File: src/common/ivmap_params.svh
// How it works
// - After any reset the handler address is fetched from 0xFFFE:0xFFFF.
// - The software interrupt instruction vectors through 0xFFFC:0xFFFD.
// - The low supply voltage detector vectors through 0xFFF8:0xFFF9.
// - First timer unit channel 0 uses 0xFFF4, channel 1 uses 0xFFF2.
// - First timer unit overflow uses its own pair at 0xFFE8:0xFFE9.
// - Second timer unit: channel 0 0xFFE6, channel 1 0xFFE4, overflow 0xFFE2
// - Every SPI request shares the single pair at 0xFFE0:0xFFE1.
// - Serial interface: error 0xFFDE, receive 0xFFDC, transmit 0xFFDA.
// - Pin change on port A uses 0xFFD6, port B uses 0xFFD4.
// - Conversion complete vectors through 0xFFD0:0xFFD1.
// - All two-wire bus controller requests share 0xFFCE:0xFFCF.
// - The real-time counter vectors through 0xFFCC:0xFFCD.
// - Modulo timer overflow vectors through 0xFFCA:0xFFCB.
// - Analog comparator events vector through 0xFFC2:0xFFC3.
// - Unassigned pairs such as 0xFFC0 are never fetched by hardware.
// - 0x0000 to 0x007F decodes as direct-page registers.
// - 0x1800 to 0x185F decodes as high-page registers.
// - 0xFFB0 to 0xFFBF decodes as nonvolatile registers.
`ifndef IVMAP_PARAMS_SVH
`define IVMAP_PARAMS_SVH

// ==========================================================
// Vector locations (high byte address of each pair)
`define IVMAP_VEC_RESET 16'hFFFE
`define IVMAP_VEC_SOFTINT 16'hFFFC
`define IVMAP_VEC_LVD 16'hFFF8
`define IVMAP_VEC_T1CH0 16'hFFF4
`define IVMAP_VEC_T1CH1 16'hFFF2
`define IVMAP_VEC_T1OVF 16'hFFE8
`define IVMAP_VEC_T2CH0 16'hFFE6
`define IVMAP_VEC_T2CH1 16'hFFE4
`define IVMAP_VEC_T2OVF 16'hFFE2
`define IVMAP_VEC_SPI 16'hFFE0
`define IVMAP_VEC_SERERR 16'hFFDE
`define IVMAP_VEC_SERRX 16'hFFDC
`define IVMAP_VEC_SERTX 16'hFFDA
`define IVMAP_VEC_PORTA 16'hFFD6
`define IVMAP_VEC_PORTB 16'hFFD4
`define IVMAP_VEC_ADC 16'hFFD0
`define IVMAP_VEC_TWOWIRE 16'hFFCE
`define IVMAP_VEC_RTC 16'hFFCC
`define IVMAP_VEC_MODTMR 16'hFFCA
`define IVMAP_VEC_COMPARATOR 16'hFFC2

// ==========================================================
// Register regions
`define IVMAP_DIR_LO 16'h0000
`define IVMAP_DIR_HI 16'h007F
`define IVMAP_HIGH_LO 16'h1800
`define IVMAP_HIGH_HI 16'h185F
`define IVMAP_NV_LO 16'hFFB0
`define IVMAP_NV_HI 16'hFFBF

// ==========================================================
// Reset values and the step from high to low byte address
`define IVMAP_ADDR_RST 16'h0000
`define IVMAP_BYTE_RST 8'h00
`define IVMAP_PAIR_STEP 16'h0001

`endif

File: src/common/ivmap_pkg.sv
package ivmap_pkg;

  // ==========================================================
  // Vector sources presented by the core
  typedef enum logic [4:0] {
    SRC_RESET   = 5'h00,
    SRC_SOFTINT = 5'h01,
    SRC_LVD     = 5'h02,
    SRC_T1CH0   = 5'h03,
    SRC_T1CH1   = 5'h04,
    SRC_T1OVF   = 5'h05,
    SRC_T2CH0   = 5'h06,
    SRC_T2CH1   = 5'h07,
    SRC_T2OVF   = 5'h08,
    SRC_SPI     = 5'h09,
    SRC_SERERR  = 5'h0A,
    SRC_SERRX   = 5'h0B,
    SRC_SERTX   = 5'h0C,
    SRC_PORTA   = 5'h0D,
    SRC_PORTB   = 5'h0E,
    SRC_ADC     = 5'h0F,
    SRC_TWOWIRE = 5'h10,
    SRC_RTC     = 5'h11,
    SRC_MODTMR  = 5'h12,
    SRC_COMPARATOR = 5'h13
  } ivmap_src_e;

  // ==========================================================
  // Fetch sequencer states
  typedef enum logic [1:0] {
    ST_IDLE = 2'b00,
    ST_HI   = 2'b01,
    ST_LO   = 2'b10
  } ivmap_state_e;

endpackage

File: src/hw/ivmap.sv
`timescale 1ns/1ps
`include "ivmap_params.svh"

module ivmap (
  input wire logic sys_clk, // 40 MHz system clock
  input wire logic sys_rst, // Synchronous reset, active high
  input wire logic vec_req, // Core asks for a vector, one-cycle pulse
  input wire logic [4:0] vec_src, // Source code of the request
  output logic vec_ready, // Sequencer idle, request may be given
  output logic vec_done, // Handler address valid, one-cycle pulse
  output logic vec_err, // Source code has no vector, one-cycle pulse
  output logic [15:0] vec_handler, // Fetched 16-bit handler address
  output logic [15:0] vec_loc, // Vector location being or last fetched
  output logic mem_req, // Byte read request to program memory
  output logic [15:0] mem_addr, // Byte read address
  input wire logic mem_gnt, // Read taken, mem_rdata valid this cycle
  input wire logic [7:0] mem_rdata, // Read data
  input wire logic [15:0] dec_addr, // Address to classify
  output logic dec_direct, // Address in direct-page registers
  output logic [7:0] dec_direct_ofs, // Low byte used by direct addressing
  output logic dec_high, // Address in high-page registers
  output logic dec_nvreg // Address in nonvolatile registers
);

  // ==========================================================
  // Source to vector location lookup
  function automatic logic [16:0] loc_of(input logic [4:0] src);
    logic [16:0] r;
    r = {1'b0, `IVMAP_ADDR_RST};
    case (src)
      ivmap_pkg::SRC_RESET: r = {1'b1, `IVMAP_VEC_RESET};
      ivmap_pkg::SRC_SOFTINT: r = {1'b1, `IVMAP_VEC_SOFTINT};
      ivmap_pkg::SRC_LVD: r = {1'b1, `IVMAP_VEC_LVD};
      ivmap_pkg::SRC_T1CH0: r = {1'b1, `IVMAP_VEC_T1CH0};
      ivmap_pkg::SRC_T1CH1: r = {1'b1, `IVMAP_VEC_T1CH1};
      ivmap_pkg::SRC_T1OVF: r = {1'b1, `IVMAP_VEC_T1OVF};
      ivmap_pkg::SRC_T2CH0: r = {1'b1, `IVMAP_VEC_T2CH0};
      ivmap_pkg::SRC_T2CH1: r = {1'b1, `IVMAP_VEC_T2CH1};
      ivmap_pkg::SRC_T2OVF: r = {1'b1, `IVMAP_VEC_T2OVF};
      ivmap_pkg::SRC_SPI: r = {1'b1, `IVMAP_VEC_SPI};
      ivmap_pkg::SRC_SERERR: r = {1'b1, `IVMAP_VEC_SERERR};
      ivmap_pkg::SRC_SERRX: r = {1'b1, `IVMAP_VEC_SERRX};
      ivmap_pkg::SRC_SERTX: r = {1'b1, `IVMAP_VEC_SERTX};
      ivmap_pkg::SRC_PORTA: r = {1'b1, `IVMAP_VEC_PORTA};
      ivmap_pkg::SRC_PORTB: r = {1'b1, `IVMAP_VEC_PORTB};
      ivmap_pkg::SRC_ADC: r = {1'b1, `IVMAP_VEC_ADC};
      ivmap_pkg::SRC_TWOWIRE: r = {1'b1, `IVMAP_VEC_TWOWIRE};
      ivmap_pkg::SRC_RTC: r = {1'b1, `IVMAP_VEC_RTC};
      ivmap_pkg::SRC_MODTMR: r = {1'b1, `IVMAP_VEC_MODTMR};
      ivmap_pkg::SRC_COMPARATOR: begin
        r = {1'b1, `IVMAP_VEC_COMPARATOR};
      end
      // Unassigned codes get no location and start no fetch
      default: r = {1'b0, `IVMAP_ADDR_RST};
    endcase
    return r;
  endfunction

  ivmap_pkg::ivmap_state_e state_q;
  ivmap_pkg::ivmap_state_e state_d;
  logic [16:0] lookup;
  logic take;
  logic [15:0] loc_q;
  logic [7:0] hi_q;
  logic [15:0] handler_q;
  logic done_q;
  logic err_q;
  logic [15:0] mem_addr_q;
  logic direct_q;
  logic [7:0] direct_ofs_q;
  logic high_q;
  logic nvreg_q;

  assign lookup = loc_of(vec_src);
  assign vec_ready = (state_q == ivmap_pkg::ST_IDLE);
  assign take = vec_req && vec_ready;

  // ==========================================================
  // Fetch sequencer
  always_comb begin
    state_d = state_q;
    unique case (state_q)
      ivmap_pkg::ST_IDLE: begin
        if (take && lookup[16]) begin
          state_d = ivmap_pkg::ST_HI;
        end
      end
      ivmap_pkg::ST_HI: begin
        if (mem_gnt) begin
          state_d = ivmap_pkg::ST_LO;
        end
      end
      ivmap_pkg::ST_LO: begin
        if (mem_gnt) begin
          state_d = ivmap_pkg::ST_IDLE;
        end
      end
    endcase
  end

  // Leaving reset goes straight into the reset vector fetch
  always_ff @(posedge sys_clk) begin
    if (sys_rst) begin
      state_q <= ivmap_pkg::ST_HI;
    end else begin
      state_q <= state_d;
    end
  end

  always_ff @(posedge sys_clk) begin
    if (sys_rst) begin
      loc_q <= `IVMAP_VEC_RESET;
    end else if (take && lookup[16]) begin
      loc_q <= lookup[15:0];
    end
  end

  always_ff @(posedge sys_clk) begin
    if (sys_rst) begin
      mem_addr_q <= `IVMAP_VEC_RESET;
    end else if (take && lookup[16]) begin
      mem_addr_q <= lookup[15:0];
    end else if (state_q == ivmap_pkg::ST_HI && mem_gnt) begin
      mem_addr_q <= loc_q + `IVMAP_PAIR_STEP;
    end
  end

  // High byte first from the lower address of the pair
  always_ff @(posedge sys_clk) begin
    if (sys_rst) begin
      hi_q <= `IVMAP_BYTE_RST;
    end else if (state_q == ivmap_pkg::ST_HI && mem_gnt) begin
      hi_q <= mem_rdata;
    end
  end

  always_ff @(posedge sys_clk) begin
    if (sys_rst) begin
      handler_q <= `IVMAP_ADDR_RST;
      done_q <= 1'b0;
    end else begin
      done_q <= (state_q == ivmap_pkg::ST_LO) && mem_gnt;
      if (state_q == ivmap_pkg::ST_LO && mem_gnt) begin
        handler_q <= {hi_q, mem_rdata};
      end
    end
  end

  always_ff @(posedge sys_clk) begin
    if (sys_rst) begin
      err_q <= 1'b0;
    end else begin
      err_q <= take && !lookup[16];
    end
  end

  // ==========================================================
  // Region decode, registered
  always_ff @(posedge sys_clk) begin
    if (sys_rst) begin
      direct_q <= 1'b0;
      direct_ofs_q <= `IVMAP_BYTE_RST;
      high_q <= 1'b0;
      nvreg_q <= 1'b0;
    end else begin
      direct_q <= (dec_addr <= `IVMAP_DIR_HI);
      direct_ofs_q <= dec_addr[7:0];
      high_q <= (dec_addr >= `IVMAP_HIGH_LO) &&
                (dec_addr <= `IVMAP_HIGH_HI);
      nvreg_q <= (dec_addr >= `IVMAP_NV_LO) &&
                 (dec_addr <= `IVMAP_NV_HI);
    end
  end

  assign vec_done = done_q;
  assign vec_err = err_q;
  assign vec_handler = handler_q;
  assign vec_loc = loc_q;
  assign mem_req = (state_q != ivmap_pkg::ST_IDLE);
  assign mem_addr = mem_addr_q;
  assign dec_direct = direct_q;
  assign dec_direct_ofs = direct_ofs_q;
  assign dec_high = high_q;
  assign dec_nvreg = nvreg_q;

endmodule

File: config.mk
export PLATFORM = sky130hd
export DESIGN_NAME = ivmap
export DESIGN_NICKNAME = d
export VERILOG_FILES = /design/src/common/ivmap_pkg.sv /design/src/hw/ivmap.sv
export VERILOG_INCLUDE_DIRS = /design/src /design/src/common
export SDC_FILE = /design/constraint.sdc
export NUM_CORES = 1
export LEC_CHECK = 0
export BUFFER_PORTS_ARGS = -buffer_cell sky130_fd_sc_hd__buf_4
export CORE_MARGIN = 3
export CORE_UTILIZATION = 47
export CTS_CLUSTER_SIZE = 16
export DETAILED_ROUTE_END_ITERATION = 10
export PLACE_DENSITY = 0.91
export SYNTH_ARGS = -nofsm -noshare
export SYNTH_HDL_FRONTEND = slang
export SYNTH_SLANG_ARGS = --single-unit
File: constraint.sdc
create_clock -name sys_clk -period 2.2 [get_ports sys_clk]
set_input_delay 0.11 -clock sys_clk [delete_from_list [all_inputs] [get_ports sys_clk]]
set_output_delay 0.11 -clock sys_clk [all_outputs]
set_load 0.01 [all_outputs]
Word level (Yosys, flattened, before mapping)
Memories as Yosys holds them, arrays and structs flattened.
Cells that the tools add are included.
{"block": "totals", "input_bits": 33, "mem_count": 1, "register_bits": 71, "elab_cells": 41, "romBits": 512, "output_inout_bits": 63}
{"memory": "(no name shown)", "depth": 32, "width": 16, "rd": 1, "rd_clocked_by_memory_dff": 0, "wr": 0, "line_no": "ivmap.sv:30", "rtl": "case (src)"}
{"block": "op_classes", "reduce_logical": 12, "order_cmp": 5, "n_eq_ne": 5, "muxes": 6, "addsub": 1}
{"operator": "$mux W16", "n": 2}
{"operator": "$add A16 B1 Y16 const B", "n": 1}
{"operator": "$ge A16 B13 Y1 const B", "n": 1}
{"operator": "$ge A16 B16 Y1 const B", "n": 1}
{"operator": "$le A16 B13 Y1 const B", "n": 1}
{"operator": "$le A16 B16 Y1 const B", "n": 1}
{"operator": "$le A16 B7 Y1 const B", "n": 1}
{"operator": "$logic_and A1 B1 Y1", "n": 7}
{"operator": "$mux W2", "n": 3}
{"operator": "$pmux W2 S3", "n": 1}
{"operator": "$ne A2 B2 Y1 const B", "n": 2}
{"operator": "$reduce_bool A2 Y1", "n": 2}
{"operator": "$reduce_and A3 Y1", "n": 1}
{"operator": "$eq A2 B1 Y1 const B", "n": 1}
{"operator": "$eq A2 B2 Y1 const B", "n": 1}
{"operator": "$logic_not A2 Y1", "n": 1}
{"operator": "$ne A2 B1 Y1 const B", "n": 1}
{"operator": "$logic_not A1 Y1", "n": 1}

Longest topological paths before layout
Gate-level depths: netlist of run 1.
{"block": "logic_depth", "depth_word": 5, "mapped_depth": 7, "mapped_depth_nobuf": 6}

Least setup slack after synthesis of run 1
OpenSTA, ideal clock, no wires.
{"block": "synth_path", "kind": "register to register", "from": "register state_q[0]", "to": "register mem_addr_q[4] (netlist: mem_addr[4])", "path_buffers": 1, "arrival_ps": 1641, "slack_ps": 445, "stages_incl_launch_ff": 8, "setup_time_ps": 115, "cell_sequence": "dfxtp_1 inv_1 ha_1 nand2_1 nor2b_4 buf_6 or4_1 o21a_1"}
{"block": "synth_via", "elab_chain_cells": 4, "elab_cells_between_ends": 7}
{"item": "start, declared", "line_no": "ivmap.sv:59", "rtl": "ivmap_pkg::ivmap_state_e state_q;"}
{"item": "start signal, assigned", "line_no": "ivmap.sv:104", "rtl": "state_q <= ivmap_pkg::ST_HI;"}
{"item": "start signal, assigned", "line_no": "ivmap.sv:106", "rtl": "state_q <= state_d;"}
{"item": "$logic_not A2 Y1 (*)", "line_no": "ivmap.sv:75", "rtl": "assign vec_ready = (state_q == ivmap_pkg::ST_IDLE);"}
{"item": "net vec_ready", "line_no": "ivmap.sv:9", "rtl": "output logic vec_ready,"}
{"item": "$logic_and A1 B1 Y1 (*)", "line_no": "ivmap.sv:76", "rtl": "assign take = vec_req && vec_ready;"}
{"item": "$logic_and A1 B1 Y1 (*)", "line_no": "ivmap.sv:121", "rtl": "end else if (take && lookup[16]) begin"}
{"item": "$mux W16 / $reduce_bool A2 Y1 (equally long branches)"}
{"item": "end signal, assigned", "line_no": "ivmap.sv:120", "rtl": "mem_addr_q <= `IVMAP_VEC_RESET;"}
{"item": "end signal, assigned", "line_no": "ivmap.sv:122", "rtl": "mem_addr_q <= lookup[15:0];"}
{"item": "end signal, assigned", "line_no": "ivmap.sv:124", "rtl": "mem_addr_q <= loc_q + `IVMAP_PAIR_STEP;"}
{"item": "end, declared", "line_no": "ivmap.sv:68", "rtl": "logic [15:0] mem_addr_q;"}
Mark *: on every way through the listed nets, which the timed path passes. The rest lies on a longest branch.
A chain may end at the register's enable or synchronous reset.

Worst setup path after layout of run 1
{"block": "layout_path", "from": "register state_q[0]", "to": "register mem_addr_q[4] (netlist: mem_addr[4])"}
{"block": "layout_via", "elab_chain_cells": 4, "elab_cells_between_ends": 7}
{"item": "$logic_not A2 Y1", "line_no": "ivmap.sv:75"}
{"item": "$logic_and A1 B1 Y1", "line_no": "ivmap.sv:76"}
{"item": "$logic_and A1 B1 Y1", "line_no": "ivmap.sv:121"}
{"item": "$mux W16 / $reduce_bool A2 Y1 (equally long branches)"}
Several ways; a longest one is shown, not always the timed one.

==> results of run 1 <==
==> cells in the mapped netlist (3+ instances only) <==
master	n
nor2_1	11
buf_4	19
buf_2	3
nand2b_1	3
nor2b_1	9
mux2i_1	8
a21oi_1	28
nor3_1	3
nor4b_1	3
dfxtp_1	52
ha_1	8
nor4_1	4
nand3_1	4
nand2_1	61
clkbuf_1	8
o21bai_1	4
buf_6	3
inv_1	6
==> worst paths after layout <==
kind | to | slack (ps) | cells after the start
max | mem_addr[4] | 380 | 6
min | dec_direct_ofs[0] | 10 | 2
max reg2reg | mem_addr[4] | 380 | 6
min reg2reg | hi_q[2] | 460 | 2
==> layer usage <==
layer / global-route usage / up-vias / share of wire
met4: 0.05049 / 0 / 0.014
met1: 0.2143 / 897 / 0.40
met3: 0.05937 / 8 / 0.088
met2: 0.3279 / 93 / 0.50
met5: 0 / - / 0
li1: - / 1002 / -
==> final cells by class <==
type,count,share of cell area
clock inverter,1,0.002517
tap,65,0.02727
sequential,52,0.3490
timing repair buffer,98,0.2500
inverter,6,0.007550
multi-input combinational,173,0.3347
clock buffer,7,0.02894
==> state kept, by name (all words and copies together), names as in the netlist <==
register and flops:
vec_done 1, hi_q 8, dec_direct 1, vec_loc 6, dec_high 1, mem_addr 7
vec_err 1, dec_direct_ofs 8, dec_nvreg 1, state_q 2, vec_handler 16
==> power by group <==
| group | switching, uW | internal, uW | total, uW | leakage, uW |
|---|---|---|---|---|
| combinational | 369 | 332 | 701 | 0.000849 |
| sequential | 71.3 | 1040 | 1110 | 0.000424 |
| clock | 311 | 256 | 567 | 0.0000445 |
==> timing repair <==
item	4_1_cts	5_1_grt
setup buffers	0	0
hold endpoints to repair	2	0
setup endpoints to repair	0	0
hold buffers	4	0
==> logic make-up after synthesis <==
logic type / Yosys count / share of synthesized area
mux: 9 / 0.03987
fa+ha+maj: 8 / 0.04369
other cells: 1 / 0.001637
xor+xnor: 1 / 0.003824
flops: 52 / 0.4544
buf+inv: 41 / 0.1098
simple gates: 108 / 0.2217
compound gates: 46 / 0.1251
==> per-stage QoR <==
step / instances / worst slack [ps]
after floorplan: 266 / 444.8
after global placement: 390 / 524.8
after detailed placement: 390 / 410.8
after CTS: 402 / 397.9
after global routing: 402 / 306.8
final: 402 / 381.3
==> flow_metrics.tcl, run 1 <==
set metrics [dict create \
    placed_area_um2 2849 \
    synthDistinctLibCells 41 \
    yosysWarningCount 0 \
    dpl.hpwl_mm 3.859 \
    area_growth_pct 30.20 \
    nets 377 \
    yosysTopAreaCell "dfxtp_1" \
    leakagePower_uw 0.001318 \
    skew_ps 6.470 \
    final_layout_size_suffix_gt1_frac 0.3175 \
    clock_path_buffers 2 \
    critPathMaxStageDelay_ps 470 \
    grt_max_degree 53 \
    synthFlopType "dfxtp_1" \
    numCtsBuffers 5 \
    antenna_found_initial 0 \
    path_clk_slew_ps 90 \
    synth_nets 307 \
    max_freq_ghz 0.5499 \
    grt-ovfl-total 0 \
    gp_congestion 0.8812 \
    core_area_um2 4534 \
    fin_tns_setup_ps 0 \
    worst_pin_slew_ps 627.5 \
    power_uw 2383 \
    rows 24 \
    dr.pass1.iters 4 \
    ir_drop_uv 468.8 \
    crit_arrival_ps 2020 \
    whs_ps 12.64 \
    power_density_nw_per_um2 798.8 \
    io_buffers 94 \
    period_share 0.8267 \
    wl_per_cell_um 13.15 \
    critPathMaxFanout 8 \
    mostFrequentLayoutCells "94 x buf_4, 61 x nand2_1, 52 x dfxtp_1" \
    htreeDepth 2 \
    viasPerCell 4.975 \
    reg2reg_from "state_q[0]" \
    grt_first_pass_wirelength_mm 8.328 \
    status "completed" \
    rsz0062_at_grt "false" \
    critPathBufInv 1 \
    synth_top_area_share 0.4544 \
    die_h_um 75.82 \
    ys_async_sr_fraction 0 \
    route.vias.total 2000 \
    hold_violations 0 \
    crit_path_top_delay_cell "or4_1" \
    start_kind "flip-flop" \
    clk_latency_ps 310 \
    synth-edff-count 0 \
    insertedDiodeCount 0 \
    die_x_um 75.82 \
    ioPinCount 96 \
    die-area_um2 5748 \
    cp_top_family "simple AND/OR/NAND/NOR gates" \
    critPathKind "flip-flop to flip-flop" \
    drt_iter0_drc 121 \
    final_area_um2 2983 \
    grt_pass1_vias 1884 \
    mostFrequentLayoutCell "buf_4" \
    synth-seq-cells 52 \
    syn_avg_cell_area_um2 8.613 \
    setup_viol 0 \
    seq_area_um2 1041 \
    slew_viol_final 0 \
    cp-startpoint "state_q[0]" \
    drc_errors 0 \
    relSlewSlack 0.5817 \
    synth-seq-area-share 0.4544 \
    maxCapViolCount 0 \
    grt.total_usage 0.1855 \
    cts_resized 0 \
    period_needed_ps 1819 \
    wl_mm 5.287 \
    postRouteAntennaNets 0 \
    final.fill_count 360 \
    cts_sinks 52 \
    endpoint_kind "flip-flop" \
    worstPathRequired_ps 2410 \
    synth_area_leaders "dfxtp_1 45%, nand2_1 10%, buf_4 6.2%" \
    hold_class "input port to flip-flop" \
    initial_core_util 0.5052 \
    hold_start "dec_addr[0]" \
    postLayoutCoreUtil 0.6578 \
    multi_input_area_um2 998.5 \
    cts_tree "yes" \
    root_buffer "clkbuf_8" \
    netlist_instances 266 \
    syn_area_um2 2291 \
    worstPathCellList "inv_1, ha_1, nand2_1, nor2b_4, or4_1, o21a_1" \
]
(Power assumes the default switching activity.)
==> run 2: changes to the inputs <==
ABC_AREA = 1   (was unset)
clock period = 1.7 ns   (was 2.2 ns; I/O delays follow)
==> run 2 against run 1 <==
  * Critical path depth unchanged
  * Cell area increased by 3.6%
  * Clock power increased by 30%
  * Via count rose by 7.4%
==> flow_metrics.tcl, run 2 <==
set metrics [dict create \
    intPower_uw 2253 \
    synth_nets 347 \
    power_frac_seq 0.444 \
    place_inst 430 \
    drc_errors 0 \
    synth-edff-count 0 \
    hold_violations 0 \
    grt.total_usage 0.1868 \
    synth-seq-cells 52 \
    yosysTopAreaCell "dfxtp_1" \
    syn_area_um2 2278 \
    insertedDiodeCount 0 \
    clk_latency_ps 310 \
    core_area_um2 4504 \
    hold_class "input port to flip-flop" \
    root_buffer "clkbuf_8" \
    postRouteAntennaNets 0 \
    critPathMaxFanout 3 \
    power_density_nw_per_um2 1115 \
    dpl.hpwl_mm 3.985 \
    pwr-share-clk 0.214 \
    netlist_instances 306 \
    synthDistinctLibCells 24 \
    switching_share 0.3457 \
    htreeDepth 2 \
    endpoint_kind "flip-flop" \
    die-area_um2 5719 \
    synth-seq-area-share 0.4569 \
    grt-ovfl-total 0 \
    setup_viol 0 \
    cts_sinks 52 \
    antenna_found_initial 0 \
    path_clk_slew_ps 100 \
    ys_async_sr_fraction 0 \
    start_kind "input port" \
    io_buffers 94 \
    layout_setup_ws_ps 27.62 \
    grt_first_pass_wirelength_mm 8.259 \
    maxCapViolCount 0 \
    r2r_slack_ps 170 \
    area_growth_pct 35.58 \
    pwr-share-comb 0.342 \
    die_x_um 75.63 \
    die_h_um 75.63 \
    final_layout_size_suffix_gt1_frac 0.3122 \
    mostFrequentLayoutCells "99 x buf_4, 67 x nor2_1, 55 x nand2_1" \
    skew_ps 6.006 \
    nets 434 \
    route.vias.total 2148 \
    worstPathRequired_ps 1950 \
    largest_reg_flops 16 \
    clock_path_buffers 2 \
    status "completed" \
    numCtsBuffers 5 \
    wl_mm 5.394 \
    ioPinCount 96 \
    wl_per_cell_um 12.09 \
    crit_arrival_ps 1930 \
    grt_max_degree 25 \
    postLayoutCoreUtil 0.6858 \
    leakagePower_uw 0.001579 \
    yosysMostFrequentCell "nor2_1" \
    cts_tree "yes" \
    drt_iter0_drc 165 \
    slew_viol_final 0 \
    period_share 0.9838 \
    synthFlopType "dfxtp_1" \
    viasPerCell 4.816 \
    gp_congestion 0.8619 \
    instances_no_fill 446 \
    mostFrequentLayoutCell "buf_4" \
    synth_top_area_share 0.4569 \
    synth_area_leaders "dfxtp_1 46%, nor2_1 11%, nand2_1 9.1%" \
    initial_core_util 0.5058 \
    critPathKind "input port to flip-flop" \
    cts_setup_buffers 0 \
    grt_pass1_vias 1911 \
    synth_common_cells "67 x nor2_1, 55 x nand2_1, 52 x dfxtp_1" \
    period_needed_ps 1672 \
    pre_cts_ws_ps 151.4 \
    max_freq_ghz 0.5980 \
    ir_drop_uv 538.7 \
    dr.pass1.iters 4 \
    rows 24 \
    syn_avg_cell_area_um2 7.446 \
    yosysWarningCount 0 \
    p_switching_uw 1190 \
]
run 2: timing repair:
item,4_1_cts,5_1_grt
setup endpoints to repair,0,3
endpoints found under the hold margin,7,0
resized for setup,0,2
hold buffers,8,0
run 2: layout make-up:
type                    count  area, um2
flip-flops and latches     52       1041
well taps                  52      65.06
fillers                   359       1415
clock inverters             3      27.53
inverters                  30      112.6
multi-input cells         197      950.9
repair buffers            107      823.3
clock buffers               5      68.82
run 2: path summary, 6_finish.rpt:
path                                   from           endpoint  cells after the start
worst max register to register   state_q[1]        mem_addr[3]                      9
worst min-delay path            dec_addr[6]  dec_direct_ofs[6]                      3
worst min register to register      hi_q[5]            hi_q[5]                      2
worst max-delay path            dec_addr[7]         dec_direct                      6
run 2: metal layers:
layer  vias to the layer above  track usage  wire [um]
li1                       1105            -          -
met2                        88       0.3202       2597
met3                        13      0.05937        404
met4                         0      0.06214         92
met5                         -            0          0
met1                       942       0.2211       2299
run 2: cell families (layout without fill, tap and decap cells):
group / count (synthesis) / after routing / share of synthesized area
adder cells (fa/ha/maj): 8 / 8 / 0.04393
other: 1 / 1 / 0.001646
AO/OA/AOI/OAI: 30 / 30 / 0.06864
buffers and inverters: 57 / 145 / 0.1296
AND/OR/NAND/NOR: 158 / 158 / 0.2993
flip-flops: 52 / 52 / 0.4569
run 2: critical path: stages:
cell and delay, ps:
dlygate4sd3_1 540, buf_4 150, nor4_2 300, nand2_1 110, nor3_1 160, dlygate4sd3_1 570
run 2: power groups by stage:
stage | clock, uW | combinational (uW) | sequential, uW
floorplan | 0 | 657 | 1590
global placement | 0 | 1110 | 1550
detailed placement | 0 | 1160 | 1560
CTS | 752 | 1180 | 1530
global route | 794 | 1330 | 1550
finish | 737 | 1180 | 1530
run 2: through the flow:
stage	TNS (ps)	cell area, um2	total power (uW)	hold slack, ps
after floorplan	0	2278	2251	161.8
after global placement	0	2904	2661	258.6
after detailed placement	0	2904	2714	282.8
after CTS	0	3080	3456	4.890
after global routing	-2.184	3089	3672	26.06
final	0	3089	3443	14.57
==> run 3: changes to the inputs <==
--- a/config.mk
+++ b/config.mk
@@ -8,4 +8,4 @@
 export LEC_CHECK = 0
-export ABC_AREA = 1
 export BUFFER_PORTS_ARGS = -buffer_cell sky130_fd_sc_hd__buf_4
+export CORE_ASPECT_RATIO = 1.1
 export CORE_MARGIN = 3
==> constraint.sdc (replaced) <==
create_clock -name sys_clk -period 1.7 [get_ports sys_clk]
set_input_delay 0.255 -clock sys_clk [delete_from_list [all_inputs] [get_ports sys_clk]]
set_output_delay 0.255 -clock sys_clk [all_outputs]
set_load 0.01 [all_outputs]
==> run 3 against run 2 <==
  * Worst setup slack better by 66 ps
  * First-iteration DRC count down 43%
  * Cell count shrank 12%
  * Critical endpoint is now mem_addr[4]
  * Largest cell class unchanged
  * Highest routed layer unchanged
==> flow_metrics.tcl, run 3 (synthesis results as in run 1) <==
set metrics [dict create \
    power_density_nw_per_um2 1076 \
    maxCapViolCount 0 \
    endpoint_kind "flip-flop" \
    drc_errors 0 \
    postRouteAntennaNets 0 \
    postLayoutCoreUtil 0.6392 \
    route.vias.total 1975 \
    numCtsBuffers 5 \
    insertedDiodeCount 0 \
    core_area_um2 4684 \
    crit_path_top_delay_cell "a221o_1" \
    ctsHoldBuffers 0 \
    nets 376 \
    period_share 0.9449 \
    gp_congestion 0.7872 \
    final_layout_size_suffix_gt1_frac 0.3423 \
    grt.total_usage 0.1597 \
    critPathKind "flip-flop to flip-flop" \
    leakagePower_uw 0.001322 \
    clk_latency_ps 300 \
    io_buffers 94 \
    area_growth_pct 30.69 \
    final.fill_count 407 \
    met2_length_mm 2.454 \
    start_kind "flip-flop" \
    crit_arrival_ps 1800 \
    rsz0062_at_grt "false" \
    worstPathCellList "inv_1, ha_4, nand3_1, a221o_1, o21a_1" \
    skew_ps 4.549 \
    relSlewSlack 0.6328 \
    ir_drop_uv 505.7 \
    path_clk_slew_ps 90 \
    rows 26 \
    critPathBufInv 1 \
    hold_violations 0 \
    cts_sinks 52 \
    wl_per_cell_um 12.75 \
    critPathMaxFanout 6 \
    htreeDepth 2 \
    wl_mm 4.999 \
    drt_iter0_drc 94 \
    status "completed" \
    setup_viol 0 \
    hold_class "input port to flip-flop" \
    cp_top_family "compound AO/OA/AOI/OAI gates" \
    die_x_um 72.57 \
    grt_first_pass_wirelength_mm 7.486 \
    slew_viol_final 0 \
    highest_layer "met4" \
    dr.pass1.iters 4 \
    mostFrequentLayoutCells "97 x buf_4, 60 x nand2_1, 51 x dfxtp_1" \
    antenna_found_initial 0 \
    die_h_um 79.23 \
    worstPathRequired_ps 1900 \
    ioPinCount 96 \
    cts_tree "yes" \
    max_freq_ghz 0.6225 \
    grt_pass1_vias 1697 \
    wl_met3_um 441 \
    largest_reg_flops 16 \
    die-area_um2 5749 \
    clock_path_buffers 2 \
    mostFrequentLayoutCell "buf_4" \
    viasPerCell 5.038 \
    dpl.hpwl_mm 3.746 \
    grt_max_degree 53 \
    fin_tns_setup_ps 0 \
    worst_pin_slew_ps 550.8 \
    initial_core_util 0.4890 \
    power_uw 3222 \
    root_buffer "clkbuf_8" \
    period_needed_ps 1606 \
    grt-ovfl-total 0 \
    wirelength_met1_mm 2.071 \
    critPathMaxStageDelay_ps 440 \
]
-- run 3: cell types whose count changed in the layout (fill, tap and decap cells not counted), moves of 5 or more --
cell	previous run	this run
nand3_1	18	4
inv_1	25	6
dlygate4sd3_1	8	0
mux2i_1	0	8
a21oi_1	0	28
o21ai_0	28	2
inv_2	5	0
nand2_1	55	60
nor2_1	67	11
nor2b_1	0	9
-- run 3: layer usage --
metal | up-vias | global-route usage
li1 | 997 | -
met1 | 890 | 0.1976
met2 | 83 | 0.2798
met3 | 5 | 0.03797
met4 | 0 | 0.03137
met5 | - | 0
-- run 3: what timing repair did --
| action | in CTS | in global routing |
|---|---|---|
| setup endpoints to repair | 4 | 3 |
| cloned | 0 | 0 |
| setup buffers | 0 | 0 |
| pin swaps | 0 | 1 |
| resized for setup | 2 | 2 |
-- run 3: metrics by stage --
step / instance area (um2) / std cells / setup WS [ps] / hold slack (ps)
after global placement: 2863 / 384 / 105.8 / 427.6
after detailed placement: 2863 / 384 / 7.086 / 431.9
after global routing: 2994 / 392 / 5.638 / 110.1
final: 2994 / 392 / 93.63 / 113.9
after floorplan: 2293 / 266 / 14.18 / 331.8
after CTS: 2983 / 392 / 43.67 / 101.1
-- run 3: where the power goes --
group | switching (uW) | internal (uW) | total (uW) | leakage, uW
Combinational | 485 | 468 | 953 | 0.000844
Sequential | 91.3 | 1350 | 1440 | 0.000424
Clock | 391 | 436 | 826 | 0.0000541
-- run 3: path summary, 6_finish.rpt --
| path | from | endpoint | slack, ps | depth (start not counted) |
|---|---|---|---|---|
| worst max-delay path | state_q[0] | mem_addr[4] | 90 | 5 |
| worst min-delay path | dec_addr[12] | dec_direct | 110 | 2 |
| worst max register to register | state_q[0] | mem_addr[4] | 90 | 5 |
| worst min register to register | vec_handler[3] | vec_handler[3] | 460 | 2 |
-- run 3: worst register-to-register path, cell delays in order, from the launching register on --
cell and delay (ps):
dfxtp_2 350, inv_1 120, ha_4 180, nand3_1 230, a221o_1 440, o21a_1 180
-- run 3: cell type report --
class	instances	area, um2	area share
timing repair buffer	97	728.2	0.2432
tap	56	70.07	0.02340
inverter	6	22.52	0.007522
clock buffer	5	68.82	0.02298
sequential	52	1042	0.3481
clock inverter	3	42.54	0.01421
multi-input combinational	173	1020	0.3406
